### src/rtl/msdu_cfg.svh
// register map, field positions, reset values and timing counts of the monitor sequencer
`ifndef MSDU_CFG_SVH
`define MSDU_CFG_SVH
`define MSDU_ADDR_CODE_FIRST 8'h10
`define MSDU_ADDR_CODE_LAST 8'h17
`define MSDU_ADDR_CTRL_ONE 8'h18
`define MSDU_ADDR_CTRL_TWO 8'h19
`define MSDU_ADDR_CTRL_THREE 8'h1A
`define MSDU_ADDR_OUT_CFG 8'h1B
`define MSDU_ADDR_UPD_CTRL 8'h1C
`define MSDU_ADDR_STATUS 8'h1D
// control one fields
`define MSDU_C1_RUN 0
`define MSDU_C1_SEL_LO 1
`define MSDU_C1_SEL_HI 2
`define MSDU_C1_PWRDN 6
// control two fields
`define MSDU_C2_CHAN_LO 0
`define MSDU_C2_CHAN_HI 2
`define MSDU_C2_SINGLE 4
`define MSDU_C2_NOAVG 5
// control three fields
`define MSDU_C3_FAST 0
`define MSDU_C3_SWLOAD 3
`define MSDU_C3_VDDREF 4
// output configuration fields
`define MSDU_OC_GAIN_HI 3
`define MSDU_OC_LD_LO 4
`define MSDU_OC_LD_HI 5
// update control fields
`define MSDU_UC_LOAD 0
`define MSDU_UC_INTREF 4
// reset values
`define MSDU_RST_CTRL 8'h00
`define MSDU_RST_OUT_CFG 8'h00
`define MSDU_RST_UPD_CTRL 8'h00
`define MSDU_RST_CODE 8'h00
// conversion timing
`define MSDU_CLK_HZ 50000000
`define MSDU_SLOW_HZ 1400
`define MSDU_FAST_HZ 22000
`define MSDU_SLOW_DIV (`MSDU_CLK_HZ / `MSDU_SLOW_HZ)
`define MSDU_FAST_DIV (`MSDU_CLK_HZ / `MSDU_FAST_HZ)
`define MSDU_CAL_MS 5
`define MSDU_CAL_CYCLES (`MSDU_CLK_HZ / 1000 * `MSDU_CAL_MS)
`define MSDU_AVG_COUNT 16
`define MSDU_ADC_CLKS 16
`endif

### src/rtl/msdu_pkg.sv
// types shared by the monitor sequencer files
package msdu_pkg;
   typedef enum logic [2:0] {
      MSDU_CH_SUPPLY = 3'h0,
      MSDU_CH_LOCAL = 3'h1,
      MSDU_CH_REMOTE = 3'h2,
      MSDU_CH_IN_THREE = 3'h3,
      MSDU_CH_IN_FOUR = 3'h4
   } msdu_chan_e;
   typedef enum logic [1:0] {
      MSDU_ST_CAL = 2'h0,
      MSDU_ST_IDLE = 2'h1,
      MSDU_ST_CONV = 2'h2
   } msdu_state_e;
   typedef logic [11:0] msdu_code_t;
endpackage

### src/rtl/msdu_rate_div.sv
// conversion clock divider: one-cycle tick at the slow or fast conversion rate
`timescale 1ns/1ps
`default_nettype none
`include "msdu_cfg.svh"
module msdu_rate_div
   import msdu_pkg::*;
(
   // clock and reset
   input wire logic mclk,
   input wire logic sys_rst,
   // control
   input wire logic run,
   input wire logic fast,
   // tick out
   output logic tick
);
   localparam int unsigned SLOW_N = `MSDU_SLOW_DIV;
   localparam int unsigned FAST_N = `MSDU_FAST_DIV;
   logic [15:0] cnt;
   logic [15:0] limit;

   assign limit = fast ? 16'(FAST_N - 1) : 16'(SLOW_N - 1);

   // rate switch applies at once to the running count; a count past the new limit restarts at zero with a tick, so no long wait
   always_ff @(posedge mclk) begin
      if (sys_rst || !run) begin
         cnt <= 16'h0000;
         tick <= 1'b0;
      end else if (cnt >= limit) begin
         cnt <= 16'h0000;
         tick <= 1'b1;
      end else begin
         cnt <= cnt + 16'h0001;
         tick <= 1'b0;
      end
   end
endmodule
`default_nettype wire

### src/rtl/msdu_top.sv
// monitor sequencer and double-buffered output code registers
// Functional notes
// RULE1: after calibration, idle with no conversions and all outputs at zero
// RULE2: control one bit 0 set starts cyclic monitoring
// RULE3: cyclic order supply, local, remote or inputs one-two, three, four, repeat
// RULE4: cycle repeats until control one bit 0 cleared
// RULE5: control two bit 4 selects single-channel mode
// RULE6: averaging on after reset, sixteen conversions per result
// RULE7: control two bit 5 disables averaging
// RULE8: control one bits 1 and 2 choose inputs or remote diode
// RULE9: control three bit 4 picks internal or supply reference
// RULE10: four codes written as high and low bytes at 0x10 to 0x17
// RULE11: falling edge on update pin loads pending codes by default
// RULE12: control three bit 3 hands update control to registers
// RULE13: code read returns live output until an update happens
// RULE14: output configuration bits 4 and 5 issue a register update
// RULE15: pin must rise and fall again before another pin load
// RULE16: serial port starts two-wire; four-wire locks until power cycle
// RULE17: control three bit 0 selects fast conversion clock, filters off
// RULE18: host waits about 5 ms after supply before communicating
// RULE19: after early traffic, host measures supply before temperature
// RULE20: power-down switches all outputs off to high impedance
// RULE21: output configuration bits 0 to 3 set gain two per output
// RULE22: update control selects output reference, external after reset
// RULE23: update pin synchronised, one load pulse per falling edge
`timescale 1ns/1ps
`default_nettype none
`include "msdu_cfg.svh"
module msdu_top
   import msdu_pkg::*;
#(
   parameter int unsigned CAL_CYCLES = `MSDU_CAL_CYCLES
) (
   // clock and reset
   input wire logic mclk,
   input wire logic sys_rst,
   // register port from the serial front end
   input wire logic reg_wr,
   input wire logic reg_rd,
   input wire logic [7:0] reg_addr,
   input wire logic [7:0] reg_wdata,
   output logic [7:0] reg_rdata,
   // serial mode selection from the front end
   input wire logic four_wire_sel,
   output logic four_wire_locked,
   // output update pin
   input wire logic output_load_strobe_n,
   // converter side
   output logic conv_start,
   output logic [2:0] conv_chan,
   output logic remote_diode_sel,
   output logic adc_ref_vdd,
   output logic adc_fast,
   output logic diode_filter_on,
   output logic calibrating,
   // analog output side
   output logic [47:0] out_codes,
   output logic [3:0] out_gain_two,
   output logic out_ref_internal,
   output logic out_hiz
);
   ////////////////////////////////////////////////////////////////
   // registers
   logic [7:0] ctrl_one;
   logic [7:0] ctrl_two;
   logic [7:0] ctrl_three;
   logic [7:0] out_cfg;
   logic [7:0] upd_ctrl;
   logic [7:0] pend [8];
   logic [7:0] live [8];
   logic load_pulse;
   logic pin_meta;
   logic pin_sync;
   logic pin_prev;
   logic sw_load;
   msdu_state_e state;
   msdu_chan_e chan;
   logic [31:0] cal_cnt;
   logic [4:0] avg_cnt;
   logic [4:0] adc_cnt;
   logic tick;

   function automatic logic is_code(input logic [7:0] a);
      return (a >= `MSDU_ADDR_CODE_FIRST) && (a <= `MSDU_ADDR_CODE_LAST);
   endfunction

   function automatic logic wr_hit(input logic [7:0] a);
      return reg_wr && (reg_addr == a);
   endfunction

   ////////////////////////////////////////////////////////////////
   // control registers
   // RULE2 RULE4 run bit
   // RULE8 RULE20 input select, power-down
   always_ff @(posedge mclk) begin
      if (sys_rst) begin
         ctrl_one <= `MSDU_RST_CTRL;
      end else if (wr_hit(`MSDU_ADDR_CTRL_ONE)) begin
         ctrl_one <= reg_wdata;
      end
   end

   // RULE5 RULE6 RULE7 reset clears both, so averaging is on
   always_ff @(posedge mclk) begin
      if (sys_rst) begin
         ctrl_two <= `MSDU_RST_CTRL;
      end else if (wr_hit(`MSDU_ADDR_CTRL_TWO)) begin
         ctrl_two <= reg_wdata;
      end
   end

   // RULE17 slow speed after reset
   always_ff @(posedge mclk) begin
      if (sys_rst) begin
         ctrl_three <= `MSDU_RST_CTRL;
      end else if (wr_hit(`MSDU_ADDR_CTRL_THREE)) begin
         ctrl_three <= reg_wdata;
      end
   end

   // load bits self-clear so a later write must set them again
   // RULE21 gain bits kept, load bits strobe
   always_ff @(posedge mclk) begin
      if (sys_rst) begin
         out_cfg <= `MSDU_RST_OUT_CFG;
      end else if (wr_hit(`MSDU_ADDR_OUT_CFG)) begin
         out_cfg <= reg_wdata;
      end else begin
         out_cfg[`MSDU_OC_LD_HI:`MSDU_OC_LD_LO] <= 2'h0;
      end
   end

   // RULE22 external reference after reset
   always_ff @(posedge mclk) begin
      if (sys_rst) begin
         upd_ctrl <= `MSDU_RST_UPD_CTRL;
      end else if (wr_hit(`MSDU_ADDR_UPD_CTRL)) begin
         upd_ctrl <= reg_wdata;
      end else begin
         upd_ctrl[`MSDU_UC_LOAD] <= 1'b0;
      end
   end

   ////////////////////////////////////////////////////////////////
   // serial mode lock
   // RULE16 only four-wire ever locks; only reset clears it
   always_ff @(posedge mclk) begin
      if (sys_rst) begin
         four_wire_locked <= 1'b0;
      end else if (four_wire_sel) begin
         four_wire_locked <= 1'b1;
      end
   end

   ////////////////////////////////////////////////////////////////
   // update pin and load command
   // asynchronous pin; flops reset to its idle high so no false fall
   // RULE23 two-stage synchroniser then edge detect
   always_ff @(posedge mclk) begin
      if (sys_rst) begin
         pin_meta <= 1'b1;
         pin_sync <= 1'b1;
         pin_prev <= 1'b1;
      end else begin
         pin_meta <= output_load_strobe_n;
         pin_sync <= pin_meta;
         pin_prev <= pin_sync;
      end
   end

   // register load fires when bits 4 and 5 are both written as one
   // RULE14 RULE12 register path only with control three bit 3
   assign sw_load = ctrl_three[`MSDU_C3_SWLOAD]
      && ((out_cfg[`MSDU_OC_LD_HI:`MSDU_OC_LD_LO] == 2'h3) || upd_ctrl[`MSDU_UC_LOAD]);

   // sources are exclusive, so a pin fall cannot double a register load
   // RULE11 RULE15 one pulse per fall; a new fall needs a rise first
   always_ff @(posedge mclk) begin
      if (sys_rst) begin
         load_pulse <= 1'b0;
      end else begin
         load_pulse <= ctrl_three[`MSDU_C3_SWLOAD] ? sw_load : (pin_prev && !pin_sync);
      end
   end

   ////////////////////////////////////////////////////////////////
   // code storage
   // RULE10 byte-wise writes into holding registers
   always_ff @(posedge mclk) begin
      if (sys_rst) begin
         for (int i = 0; i < 8; i++) begin
            pend[i] <= `MSDU_RST_CODE;
         end
      end else if (reg_wr && is_code(reg_addr)) begin
         pend[reg_addr[2:0]] <= reg_wdata;
      end
   end

   // RULE1 outputs at zero until a load
   // RULE23 all four codes move together
   always_ff @(posedge mclk) begin
      if (sys_rst) begin
         for (int i = 0; i < 8; i++) begin
            live[i] <= `MSDU_RST_CODE;
         end
      end else if (load_pulse) begin
         for (int i = 0; i < 8; i++) begin
            live[i] <= pend[i];
         end
      end
   end

   ////////////////////////////////////////////////////////////////
   // read back
   // RULE13 reads show live codes, never the holding ones
   always_ff @(posedge mclk) begin
      if (sys_rst) begin
         reg_rdata <= 8'h00;
      end else if (reg_rd) begin
         if (is_code(reg_addr)) begin
            reg_rdata <= live[reg_addr[2:0]];
         end else begin
            case (reg_addr)
               `MSDU_ADDR_CTRL_ONE: reg_rdata <= ctrl_one;
               `MSDU_ADDR_CTRL_TWO: reg_rdata <= ctrl_two;
               `MSDU_ADDR_CTRL_THREE: reg_rdata <= ctrl_three;
               `MSDU_ADDR_OUT_CFG: reg_rdata <= out_cfg;
               `MSDU_ADDR_UPD_CTRL: reg_rdata <= upd_ctrl;
               // status is read only; writes to it fall to nothing
               `MSDU_ADDR_STATUS: reg_rdata <= {2'h0, four_wire_locked, state, chan};
               default: reg_rdata <= 8'h00;
            endcase
         end
      end
   end

   ////////////////////////////////////////////////////////////////
   // sequencer
   msdu_rate_div u_div (
      .mclk(mclk),
      .sys_rst(sys_rst),
      .run(state == MSDU_ST_CONV),
      .fast(ctrl_three[`MSDU_C3_FAST]),
      .tick(tick)
   );

   function automatic msdu_chan_e next_chan(input msdu_chan_e c);
      case (c)
         MSDU_CH_SUPPLY: return MSDU_CH_LOCAL;
         MSDU_CH_LOCAL: return MSDU_CH_REMOTE;
         MSDU_CH_REMOTE: return MSDU_CH_IN_THREE;
         MSDU_CH_IN_THREE: return MSDU_CH_IN_FOUR;
         default: return MSDU_CH_SUPPLY;
      endcase
   endfunction

   // single mode pins the channel; otherwise the cyclic choice passes through
   function automatic msdu_chan_e pick_chan(input msdu_chan_e c);
      if (ctrl_two[`MSDU_C2_SINGLE]) begin
         return msdu_chan_e'(ctrl_two[`MSDU_C2_CHAN_HI:`MSDU_C2_CHAN_LO]);
      end
      return c;
   endfunction

   // traffic during calibration is not blocked; only the sequencer waits
   // RULE1 calibration then idle
   // RULE2 RULE4 run bit enters and leaves conversion
   always_ff @(posedge mclk) begin
      if (sys_rst) begin
         state <= MSDU_ST_CAL;
         cal_cnt <= 32'h0;
      end else begin
         case (state)
            MSDU_ST_CAL: begin
               if (cal_cnt >= 32'(CAL_CYCLES - 1)) begin
                  state <= MSDU_ST_IDLE;
               end
               cal_cnt <= cal_cnt + 32'h1;
            end
            MSDU_ST_IDLE: begin
               if (ctrl_one[`MSDU_C1_RUN]) begin
                  state <= MSDU_ST_CONV;
               end
            end
            MSDU_ST_CONV: begin
               if (!ctrl_one[`MSDU_C1_RUN]) begin
                  state <= MSDU_ST_IDLE;
               end
            end
            default: state <= MSDU_ST_IDLE;
         endcase
      end
   end

   // leaving conversion rewinds the channel so a cyclic restart begins at supply, a single-mode one at the selected channel
   // one conversion is a fixed number of conversion clocks
   // RULE6 RULE7 sixteen conversions per result unless disabled
   // RULE3 RULE5 cyclic stepping or fixed single channel
   always_ff @(posedge mclk) begin
      if (sys_rst || state != MSDU_ST_CONV) begin
         adc_cnt <= 5'h0;
         avg_cnt <= 5'h0;
         conv_start <= 1'b0;
         chan <= pick_chan(MSDU_CH_SUPPLY);
      end else begin
         conv_start <= tick && (adc_cnt == 5'h0);
         if (tick) begin
            if (adc_cnt == 5'(`MSDU_ADC_CLKS - 1)) begin
               adc_cnt <= 5'h0;
               if (ctrl_two[`MSDU_C2_NOAVG] || avg_cnt == 5'(`MSDU_AVG_COUNT - 1)) begin
                  avg_cnt <= 5'h0;
                  chan <= pick_chan(next_chan(chan));
               end else begin
                  avg_cnt <= avg_cnt + 5'h1;
               end
            end else begin
               adc_cnt <= adc_cnt + 5'h1;
            end
         end
      end
   end

   ////////////////////////////////////////////////////////////////
   // outputs
   assign conv_chan = chan;
   // RULE8 both select bits clear means remote diode
   assign remote_diode_sel = (ctrl_one[`MSDU_C1_SEL_HI:`MSDU_C1_SEL_LO] == 2'h0);
   // RULE9 reference for input channels
   assign adc_ref_vdd = ctrl_three[`MSDU_C3_VDDREF];
   // RULE17 filters off at fast speed
   assign adc_fast = ctrl_three[`MSDU_C3_FAST];
   assign diode_filter_on = !ctrl_three[`MSDU_C3_FAST];
   assign calibrating = (state == MSDU_ST_CAL);
   // each code is its high byte over the top nibble of its low byte
   assign out_codes = {live[7], live[6][7:4], live[5], live[4][7:4],
                       live[3], live[2][7:4], live[1], live[0][7:4]};
   // RULE21 per-output gain
   assign out_gain_two = out_cfg[`MSDU_OC_GAIN_HI:0];
   // RULE22 reference select
   assign out_ref_internal = upd_ctrl[`MSDU_UC_INTREF];
   // RULE20 power-down floats all outputs
   assign out_hiz = ctrl_one[`MSDU_C1_PWRDN];
endmodule
`default_nettype wire

### config.mk
export PLATFORM = sky130hd
export DESIGN_NAME = msdu_top
export DESIGN_NICKNAME = d
export VERILOG_FILES = /design/src/rtl/msdu_pkg.sv /design/src/rtl/msdu_rate_div.sv /design/src/rtl/msdu_top.sv
export VERILOG_INCLUDE_DIRS = /design/src /design/src/rtl
export SDC_FILE = /design/constraint.sdc
export NUM_CORES = 1
export LEC_CHECK = 0
export ABC_AREA = 1
export BUFFER_PORTS_ARGS = -buffer_cell sky130_fd_sc_hd__buf_2
export CORE_MARGIN = 5
export CORE_UTILIZATION = 35
export CTS_BUF_LIST = sky130_fd_sc_hd__clkbuf_16
export CTS_CLUSTER_SIZE = 10
export DETAILED_ROUTE_END_ITERATION = 10
export GPL_TIMING_DRIVEN = 0
export SYNTH_ARGS = -nofsm -noshare
export SYNTH_HDL_FRONTEND = slang
export SYNTH_SLANG_ARGS = --single-unit
### constraint.sdc
create_clock -name mclk -period 3.9 [get_ports mclk]
set_clock_uncertainty 0.2 [all_clocks]
set_input_delay 0.39 -clock mclk [delete_from_list [all_inputs] [get_ports mclk]]
set_output_delay 0.39 -clock mclk [all_outputs]
set_load 0.1 [all_outputs]
Word level (Yosys, flattened, before mapping):

Memories as Yosys holds them, arrays and structs flattened.
Index checks and enable logic that the tools add are counted.

* bits in registers: 118
* RAM bits: 128
* output and inout bits: 72
* logic and storage cells: 134
* memories kept: 2

* add/subtract/negate cells: 4
* magnitude comparators: 4
* equality and inequality tests: 18
* multiplexer cells: 44
* bitwise logic cells: 10
* reduce and logical (&&, ||, !) cells: 31

Memories
* live: words 8, bits a word 8, rd ports 9, clocked after Yosys merged registers in 0, write ports 8, RTL line msdu_top.sv:70 `logic [7:0] live [8];`
* pend: words 8, bits a word 8, rd ports 8, clocked after Yosys merged registers in 0, write ports 8, RTL line msdu_top.sv:69 `logic [7:0] pend [8];`

Operators with widths (count)
* 8-bit two-way mux: 10
* 8-bit by 5-bit == test with 1-bit output (second input constant): 6
* 8-bit case mux with 6 select lines: 1
* 32-bit by 1-bit adder with 32-bit output (second input constant): 1
* 32-bit by 18-bit greater-or-equal comparator with 1-bit output (second input constant): 1
* 3-bit two-way mux: 8
* 1-bit two-way mux: 17
* 16-bit by 1-bit adder with 16-bit output (second input constant): 1
* 16-bit greater-or-equal comparator: 1
* 16-bit two-way mux: 1
* 3-bit case mux with 4 select lines: 1
* 5-bit by 1-bit adder with 5-bit output (second input constant): 2
* 5-bit by 4-bit == test with 1-bit output (second input constant): 2
* 1-bit logical AND: 10
* 5-bit two-way mux: 2
* 8-bit by 5-bit greater-or-equal comparator with 1-bit output (second input constant): 1
* 8-bit by 5-bit <= comparator with 1-bit output (second input constant): 1
* 1-bit bitwise OR: 8
* 8-bit OR reduction: 1
* 3-bit by 2-bit == test with 1-bit output (second input constant): 2
* 2-bit two-way mux: 3
* 2-bit != test (second input constant): 3
* 2-bit case mux with 3 select lines: 1
* 3-bit AND reduction: 2
* 13 further kinds: 25

Logic depth before layout (Yosys ltp):

Gate-level depths: netlist of the first run.

* depth after elaboration: 11
* depth in mapped cells: 11
* gate-level depth less buffers: 11

Cells and area by module:

Synthesis of the first run repeated with hierarchy kept, for this count alone.

* cell total of the unflattened synthesis: 1441
* area, all modules: 11738.8 um^2

Modules (own cells, without submodules)
* msdu_top: instances 1, cells an instance 1307, area an instance 10724.0 um^2
* msdu_rate_div: instances 1, cells an instance 134, area an instance 1014.7 um^2

Least setup slack after synthesis of the first run:

No wires, ideal clock.

* kind: reg-to-reg
* start: register ctrl_three[0]
* end: register u_div.cnt[7]
* library setup time: 0.117 ns
* data arrival time: 3.094 ns
* slack: 0.489 ns
* stages on the path, launching flop included: 10
* path buffers: 1
* clock period less this slack: 3.411 ns
* path through: dfxtp_1 > inv_1 > ha_1 > nand2_1 > o21a_1 > o21ai_0 > nand2_1 > nand3_2 > buf_2 > nor2_1

* word-level cells in the longest chain between the ends: 3

RTL lines
* start: declaration: RTL line msdu_top.sv:66 `logic [7:0] ctrl_three;`
* start signal: assignment: RTL line msdu_top.sv:115 `` ctrl_three <= `MSDU_RST_CTRL; ``
* start signal: assignment: RTL line msdu_top.sv:117 `ctrl_three <= reg_wdata;`
* 16-bit two-way mux: RTL line msdu_rate_div.sv:22 `assign limit = fast ? 16'(FAST_N - 1) : 16'(SLOW_N - 1);`
* 16-bit greater-or-equal comparator: RTL line msdu_rate_div.sv:29 `end else if (cnt >= limit) begin`
* 2-bit OR reduction (no source line)
* end signal: assignment: RTL line msdu_rate_div.sv:33 `cnt <= cnt + 16'h0001;`
* end: declaration: RTL line msdu_rate_div.sv:19 `logic [15:0] cnt;`

No other way between the ends.
A chain may end at the register's enable or synchronous reset.

Worst setup path after layout of the first run:

* start: register state[0]
* end: output calibrating

* word-level cells in the longest chain between the ends: 1

RTL lines
* start: declaration: RTL line msdu_top.sv:76 `msdu_state_e state;`
* start signal: assignment: RTL line msdu_top.sv:270 `state <= MSDU_ST_CAL;`
* start signal: assignment: RTL line msdu_top.sv:276 `state <= MSDU_ST_IDLE;`
* start signal: assignment: RTL line msdu_top.sv:282 `state <= MSDU_ST_CONV;`
* 2-bit zero test: RTL line msdu_top.sv:333 `assign calibrating = (state == MSDU_ST_CAL);`
* end: declaration: RTL line msdu_top.sv:55 `output logic calibrating,`

No other way between the ends.

==> results of run 1 <==
==> final cells by class <==
class / count / area share
Antenna cell: 1 / 0.000188
Inverter: 197 / 0.0557
Tap cell: 442 / 0.0415
Clock inverter: 22 / 0.00760
Multi-Input combinational cell: 862 / 0.306
Timing Repair Buffer: 102 / 0.0421
Clock buffer: 29 / 0.0545
Buffer: 58 / 0.0246
Sequential cell: 246 / 0.468
==> critical path: stages (launching register included) <==
cell and delay, ns:
sky130_fd_sc_hd__dfxtp_1 0.34, sky130_fd_sc_hd__inv_1 0.10, sky130_fd_sc_hd__nand2_1 0.13, sky130_fd_sc_hd__inv_1 0.10, sky130_fd_sc_hd__buf_4 0.17, sky130_fd_sc_hd__buf_2 0.44
==> sequential cells by signal, indices dropped and copies added, names as in the netlist <==
signal and count:
state 2, conv_start 1, conv_chan 3, pend 64
avg_cnt 5, adc_cnt 5, ctrl_three 8, out_cfg 8
ctrl_one 8, cal_cnt 32, upd_ctrl 8, reg_rdata 8
load_pulse 1, pin_sync 1, pin_prev 1, pin_meta 1
four_wire_locked 1, u_div.tick 1, ctrl_two 8, u_div.cnt 16
live 64
==> logic make-up after synthesis <==
| family | count (synthesis) |
|---|---|
| fa+ha+maj | 14 |
| xor+xnor | 19 |
| buf+inv | 255 |
| compound gates | 181 |
| simple gates | 648 |
| flops | 246 |
==> path summary, 6_finish.rpt <==
check | from | end | slack, ns | cells past startpoint
worst min-delay path | reg_wdata[0] | out_cfg[0]$_SDFFE_PP0P_ | 0.04 | 3
worst max register to register | ctrl_three[0]$_SDFFE_PP0P_ | u_div.cnt[7]$_SDFF_PP0_ | 1.61 | 9
worst min register to register | pin_meta$_SDFF_PP1_ | pin_sync$_SDFF_PP1_ | 0.20 | 1
worst max-delay path | state[0]$_SDFFE_PP0P_ | calibrating | 1.45 | 5
==> power groups by stage <==
| stage | sequential (W) | clock [W] | combinational (W) |
|---|---|---|---|
| after floorplan | 0.00306 | 0 | 0.000262 |
| after global placement | 0.00291 | 0 | 0.000559 |
| after detailed placement | 0.00291 | 0 | 0.000562 |
| after CTS | 0.00286 | 0.00241 | 0.000572 |
| after global routing | 0.00287 | 0.00253 | 0.000608 |
| final | 0.00286 | 0.00237 | 0.000572 |
==> cell usage in the layout (no fill, tap or decap), types with 10 or more instances in the layout <==
cell and instances:
sky130_fd_sc_hd__nand2_1 233, sky130_fd_sc_hd__xor2_1 13, sky130_fd_sc_hd__nand4_1 14, sky130_fd_sc_hd__buf_2 107, sky130_fd_sc_hd__a21oi_1 80, sky130_fd_sc_hd__ha_1 14
sky130_fd_sc_hd__inv_1 204, sky130_fd_sc_hd__edfxtp_1 131, sky130_fd_sc_hd__buf_4 22, sky130_fd_sc_hd__nor2_1 271, sky130_fd_sc_hd__dlygate4sd3_1 10, sky130_fd_sc_hd__clkbuf_16 29
sky130_fd_sc_hd__clkbuf_1 14, sky130_fd_sc_hd__nor3_1 18, sky130_fd_sc_hd__nand3_1 70, sky130_fd_sc_hd__o21ai_0 75, sky130_fd_sc_hd__dfxtp_1 115
==> per-stage QoR <==
stage	worst slack (ns)	hold slack, ns
6_report	1.45	0.0415
5_1_grt	1.34	0.0197
4_1_cts	1.42	0.00246
3_5_place_dp	1.33	0.195
3_3_place_gp	1.09	0.196
2_1_floorplan	0.489	0.188
==> repair_timing <==
item                      4_1_cts  5_1_grt
gates resized for setup         0        0
hold endpoints to repair       11        0
hold buffers                   10        0
==> metal layers <==
metal	vias to the layer above	share of wire	routed length (µm)
li1	4636	-	-
met1	4302	0.44	13600
met2	295	0.46	14200
met3	69	0.074	2280
met4	2	0.029	911
met5	-	0.00023	7
==> out/qor.log, run 1 <==
INFO  logic_synthesis yosys_warnings=0
INFO  cts            path_clk_slew=0.06ns
INFO  global_route   grt_start_max_net_pins=65
INFO  logic_synthesis fraction_of_registers_with_async_set_reset=0
INFO  logic_synthesis fraction_of_the_mapped_netlist_area_in_compound_gates=0.0842
INFO  floorplan      die_w=190µm
INFO  logic_synthesis post-synth-top-count-cell=sky130_fd_sc_hd__nor2_1
INFO  critical_path  worst_ep_arrival_time=1.86ns
INFO  logic_synthesis synthDominantAreaCellType=sky130_fd_sc_hd__edfxtp_1
INFO  final_layout   layout-drive-gt1-share=0.132
INFO  global_route   via_count_of_the_first_global_routing_pass=9,001
INFO  final_layout   syn_to_final_growth=17.1%
INFO  timing         max_frequency=409MHz
INFO  detailed_routing routed_wirelength=31.0mm
INFO  detailed_routing first_pass_iters=5
INFO  floorplan      cell_rows=66
INFO  power_and_ir_drop fraction_of_power_spent_switching_nets=0.267
INFO  power_and_ir_drop power.share.combinational=0.099
INFO  logic_synthesis ys_top_cells_by_area=sky130_fd_sc_hd__edfxtp_1 35%, sky130_fd_sc_hd__dfxtp_1 20%, sky130_fd_sc_hd__nor2_1 8.9%
INFO  floorplan      design.portCount=94
INFO  placement      detailed_place_hpwl=22.7mm
INFO  logic_synthesis yosys.area_share.xor_xnor=0.0146
INFO  final_layout   finalNetCount=1,532
INFO  placement      placed_area=12,400µm²
INFO  final_layout   multiInputGateArea=4080µm²
INFO  power_and_ir_drop peak_supply_drop=0.332mV
INFO  logic_synthesis ys_ff_latch=246
INFO  detailed_routing antenna_violating_nets_post_route=0
INFO  logic_synthesis synth.area.mux_share=0
INFO  timing         setup_total_negative_slack=0ns
INFO  global_route   global_route.usage.met2=0.272
INFO  detailed_routing drt_first_iter_violations=671
INFO  final_layout   utilization_after_layout=0.413
INFO  placement      gp_routability_congestion=0.872
INFO  timing         report.final.slew_viol_count=0
INFO  global_route   globalRoute.busiestLayer=met2
INFO  timing         finalSetupViolCount=0
INFO  logic_synthesis synth.net_count=1,399
INFO  logic_synthesis post_synth_and_or_nand_nor_area_fraction=0.244
INFO  timing         grt_setup_unrepaired=no
INFO  cts            clockRootBuffer=sky130_fd_sc_hd__clkbuf_16
INFO  power_and_ir_drop pwr-share-seq=0.493
INFO  cts            clock_tree_from_tritoncts=yes
INFO  global_route   grt_use_total=0.168
INFO  power_and_ir_drop cell_internal_pwr=0.00425W
INFO  hold_path      worstHoldPathType=in -> reg
INFO  timing         worst_slew_pin_slew=0.936ns
INFO  cts            tritoncts.num_buffers=29
INFO  floorplan      floorplan.die_area=36,200µm²
INFO  cts            ctsLongestPathBuffers=3
INFO  detailed_routing routed_wire_length_per_instance=15.8µm
INFO  logic_synthesis synth.lib_cells_used.distinct=43
INFO  placement      placed_cells_incl_taps=1,897
INFO  timing         max_slew_margin=0.376
INFO  global_route   wire_length_of_the_first_global_routing_pass=48.3mm
INFO  detailed_routing vias_per_cell=4.75
INFO  logic_synthesis synth_commonest_cells=271 x sky130_fd_sc_hd__nor2_1, 233 x sky130_fd_sc_hd__nand2_1, 186 x sky130_fd_sc_hd__inv_1
INFO  placement      buffer_ports.inserted=92
INFO  logic_synthesis synth_top_family_by_area=simple AND/OR/NAND/NOR gates
INFO  final_layout   sequential_cell_area=6240µm²
INFO  power_and_ir_drop switching_power=0.00155W
INFO  logic_synthesis synth_cells=1,363
INFO  status         status=finished clean
INFO  logic_synthesis synth_edf_count=131
INFO  power_and_ir_drop pwr_density_cell=435nW/µm²
INFO  power_and_ir_drop report.power.total=0.00580W
INFO  floorplan      initial_utilization=0.352
INFO  run            max_cap_viol_count=0
INFO  global_route   grt_use_met1=0.226
INFO  final_layout   finish.instance_area=13,300µm²
INFO  critical_path  worst-path-max-fanout=10
INFO  critical_path  startpoint_kind_of_the_worst_setup_timing_path=register
INFO  logic_synthesis synth_seq_area_share=0.548
INFO  logic_synthesis synth.top_cell.area_share=0.346
INFO  critical_path  criticalPathCategory=reg -> out
INFO  floorplan      chipHeight=190µm
INFO  global_route   antenna_violations_before_repair=2
INFO  timing         layout_min_cycle_time=2.45ns
INFO  logic_synthesis post_synth_fa_ha_maj_area_fraction=0.0154
INFO  logic_synthesis combined_area_of_all_synthesized_cells=11,400µm²
INFO  final_layout   stdcell_count=1,959
INFO  timing         finalHoldViolCount=0
INFO  floorplan      floorplan.core_area=32,300µm²
INFO  cts            cts_setup_buffers=0
INFO  logic_synthesis synth_ff_type=sky130_fd_sc_hd__edfxtp_1
INFO  cts            clock-sinks=246
INFO  critical_path  critical_path.endpoint_type=output port
INFO  global_route   use_met3=0.0328
INFO  detailed_routing drc_markers=0
INFO  power_and_ir_drop power.leakage=5.44nW
INFO  cts            cts_htree_levels=1
INFO  critical_path  worst-endpoint-required=3.31ns
INFO  timing         post-route-period-util=0.627
INFO  detailed_routing via_count=9,304
INFO  logic_synthesis post_synth.cell_area_avg=8.35µm²
INFO  global_route   grt_overflow_total=0
INFO  power_and_ir_drop clockPowerShare=0.408
INFO  final_layout   fillers=3,230
INFO  cts            clock_latency=0.55ns
No activity file was read; power rests on OpenSTA's default activity.
==> run 2, diff against run 1 <==
==> constraint.sdc (replaced) <==
create_clock -name mclk -period 2.2 [get_ports mclk]
set_clock_uncertainty 0.2 [all_clocks]
set_input_delay 0.22 -clock mclk [delete_from_list [all_inputs] [get_ports mclk]]
set_output_delay 0.22 -clock mclk [all_outputs]
set_load 0.1 [all_outputs]
==> run 2 against run 1 <==
- non-clock buffer count grew 7
- critical endpoint is now diode_filter_on
- utilization grew 0.48 points
- setup slack lost 1.4 ns
- sequential cell count is the same
==> out/qor.log, run 2 (synthesis gave the netlist of run 1 again) <==
INFO  critical_path  worst_ep_arrival_time=1.70ns [-0.16 ns]
INFO  floorplan      floorplan.die_area=36,200µm² [unchanged]
INFO  cts            path_clk_slew=0.06ns [about the same]
INFO  global_route   grt_use_total=0.169 [+0.00119]
INFO  cts            clock_tree_from_tritoncts=yes
INFO  final_layout   sequential_cell_area=6240µm² [about the same]
INFO  power_and_ir_drop power.leakage=5.49nW [+0.84%]
INFO  placement      placement.setup.worst_slack=-0.220ns [-1.55 ns]
INFO  final_layout   multiInputGateArea=4150µm² [+1.7%]
INFO  timing         post_layout_worst_setup_margin=0.0845ns [-1.37 ns]
INFO  final_layout   utilization_after_layout=0.418 [+0.00481]
INFO  detailed_routing via_count=9,379 [+0.81%]
INFO  cts            clock-sinks=246 [unchanged]
INFO  power_and_ir_drop peak_supply_drop=0.698mV [+110%]
INFO  cts            tritoncts.num_buffers=29 [unchanged]
INFO  global_route   grt_overflow_total=0 [unchanged]
INFO  timing         grt_setup_unrepaired=yes
INFO  timing         max_slew_margin=0.380 [+0.00372]
INFO  global_route   grt_start_max_net_pins=65 [unchanged]
INFO  floorplan      die_w=190µm [unchanged]
INFO  placement      buffer_ports.inserted=92 [unchanged]
INFO  cts            ctsLongestPathBuffers=3 [unchanged]
INFO  detailed_routing first_pass_iters=5 [unchanged]
INFO  cts            clock_latency=0.55ns [about the same]
INFO  placement      gp_routability_congestion=0.883 [+1.4%]
INFO  floorplan      initial_utilization=0.352 [unchanged]
INFO  timing         max_frequency=473MHz
INFO  detailed_routing drc_markers=0 [unchanged]
INFO  power_and_ir_drop pwr_density_cell=762nW/µm² [+75%]
INFO  detailed_routing routed_wirelength=31.4mm [+1.4%]
INFO  final_layout   num_antenna_cells=0 [-1]
INFO  critical_path  criticalPathCategory=reg -> out
INFO  detailed_routing drt_first_iter_violations=731 [+8.9%]
INFO  timing         finalHoldViolCount=0 [unchanged]
INFO  floorplan      design.portCount=94 [unchanged]
INFO  final_layout   mostFrequentLayoutCell=sky130_fd_sc_hd__nor2_1
INFO  final_layout   layout-drive-gt1-share=0.141 [+0.00934]
INFO  floorplan      floorplan.core_area=32,300µm² [unchanged]
INFO  final_layout   fillers=3,241 [+0.34%]
INFO  global_route   via_count_of_the_first_global_routing_pass=8,996 [-0.056%]
INFO  timing         finalSetupViolCount=0 [unchanged]
INFO  hold_path      worstHoldPathType=in -> reg
INFO  timing         worst_slew_pin_slew=0.930ns [-0.00559 ns]
INFO  timing         report.final.slew_viol_count=0 [unchanged]
INFO  detailed_routing routed_wire_length_per_instance=16.0µm [+1.1%]
INFO  timing         layout_min_cycle_time=2.12ns
INFO  critical_path  critical_path.endpoint_type=output port
INFO  critical_path  startpoint_kind_of_the_worst_setup_timing_path=register
INFO  global_route   antenna_violations_before_repair=0 [-2]
INFO  final_layout   reg_top3=live: 64 flops, pend: 64 flops, cal_cnt: 32 flops
INFO  critical_path  worst-path-max-fanout=7 [-3]
INFO  critical_path  worst-endpoint-required=1.78ns [-1.53 ns]
INFO  final_layout   mostFrequentLayoutCells=270 x sky130_fd_sc_hd__nor2_1, 232 x sky130_fd_sc_hd__nand2_1, 202 x sky130_fd_sc_hd__inv_1, 131 x sky130_fd_sc_hd__edfxtp_1, 114 x sky130_fd_sc_hd__dfxtp_1
INFO  placement      detailed_place_hpwl=23.1mm [+1.6%]
INFO  status         status=finished clean
INFO  final_layout   finish.instance_area=13,500µm² [+1.2%]
INFO  floorplan      chipHeight=190µm [unchanged]
INFO  cts            cts_htree_levels=1 [unchanged]
INFO  final_layout   syn_to_final_growth=18.5%
INFO  timing         holdWs=0.0528ns [+0.0113 ns]
INFO  cts            clockRootBuffer=sky130_fd_sc_hd__clkbuf_16
INFO  timing         post-route-period-util=0.962
INFO  detailed_routing vias_per_cell=4.78 [+0.55%]
INFO  placement      placed_area=12,500µm² [+0.44%]
INFO  global_route   wire_length_of_the_first_global_routing_pass=48.6mm [+0.63%]
INFO  run            max_cap_viol_count=0 [unchanged]
INFO  detailed_routing antenna_violating_nets_post_route=0 [unchanged]
INFO  floorplan      cell_rows=66 [unchanged]
INFO  final_layout   finalNetCount=1,539 [+0.46%]
[run 2: critical path, stage by stage, from the launching register on]
cell and delay (ns):
sky130_fd_sc_hd__dfxtp_4 0.39, sky130_fd_sc_hd__clkinvlp_4 0.22, sky130_fd_sc_hd__buf_4 0.20, sky130_fd_sc_hd__buf_4 0.12, sky130_fd_sc_hd__buf_4 0.22
[run 2: final timing paths]
path / depth (start not counted) / to / start / slack, ns
worst max-delay path: 4 / diode_filter_on / ctrl_three[0]$_SDFFE_PP0P_ / 0.08
worst min register to register: 1 / pin_sync$_SDFF_PP1_ / pin_meta$_SDFF_PP1_ / 0.22
worst max register to register: 9 / u_div.cnt[8]$_SDFF_PP0_ / ctrl_three[0]$_SDFFE_PP0P_ / 0.11
worst min-delay path: 6 / reg_rdata[1]$_SDFFE_PP0P_ / reg_addr[3] / 0.05
[run 2: area by class of cell]
| cell class | count | share of cell area |
|---|---|---|
| Timing Repair Buffer | 109 | 0.0471 |
| Buffer | 58 | 0.0250 |
| Clock buffer | 29 | 0.0538 |
| Inverter | 197 | 0.0553 |
| Multi-Input combinational cell | 862 | 0.307 |
| Tap cell | 442 | 0.0410 |
| Sequential cell | 246 | 0.463 |
| Clock inverter | 21 | 0.00742 |
[run 2: timing repair]
| action | in CTS | in global routing |
|---|---|---|
| hold buffers | 14 | 0 |
| resized for setup | 1 | 11 |
| endpoints found under the setup margin | 6 | 22 |
| buffers inserted | 2 | 1 |
| hold endpoints to repair | 45 | 0 |
| pin swaps | 0 | 0 |
[run 2: layer usage]
layer / wire [µm] / track usage / part of all wire
met5: 0 / 0 / 0
met2: 14600 / 0.280 / 0.46
met1: 14300 / 0.233 / 0.45
met3: 1920 / 0.0275 / 0.061
met4: 662 / 0.0425 / 0.021
[run 2: report_power, final]
| group | switching [W] | leakage (nW) | internal (W) | total, W |
|---|---|---|---|---|
| combinational | 0.000831 | 2.78 | 0.000195 | 0.00103 |
| sequential | 0.0000850 | 2.24 | 0.00499 | 0.00507 |
| clock | 0.00181 | 0.465 | 0.00236 | 0.00417 |
[run 2: per-stage QoR]
stage	setup TNS (ns)	power, W	cells
finish	0	0.0103	1964
global route	-0.270	0.0107	1964
floorplan	-7.11	0.00588	1363
CTS	0	0.0104	1963
global placement	-38.58	0.00615	1897
detailed placement	-13.16	0.00616	1897
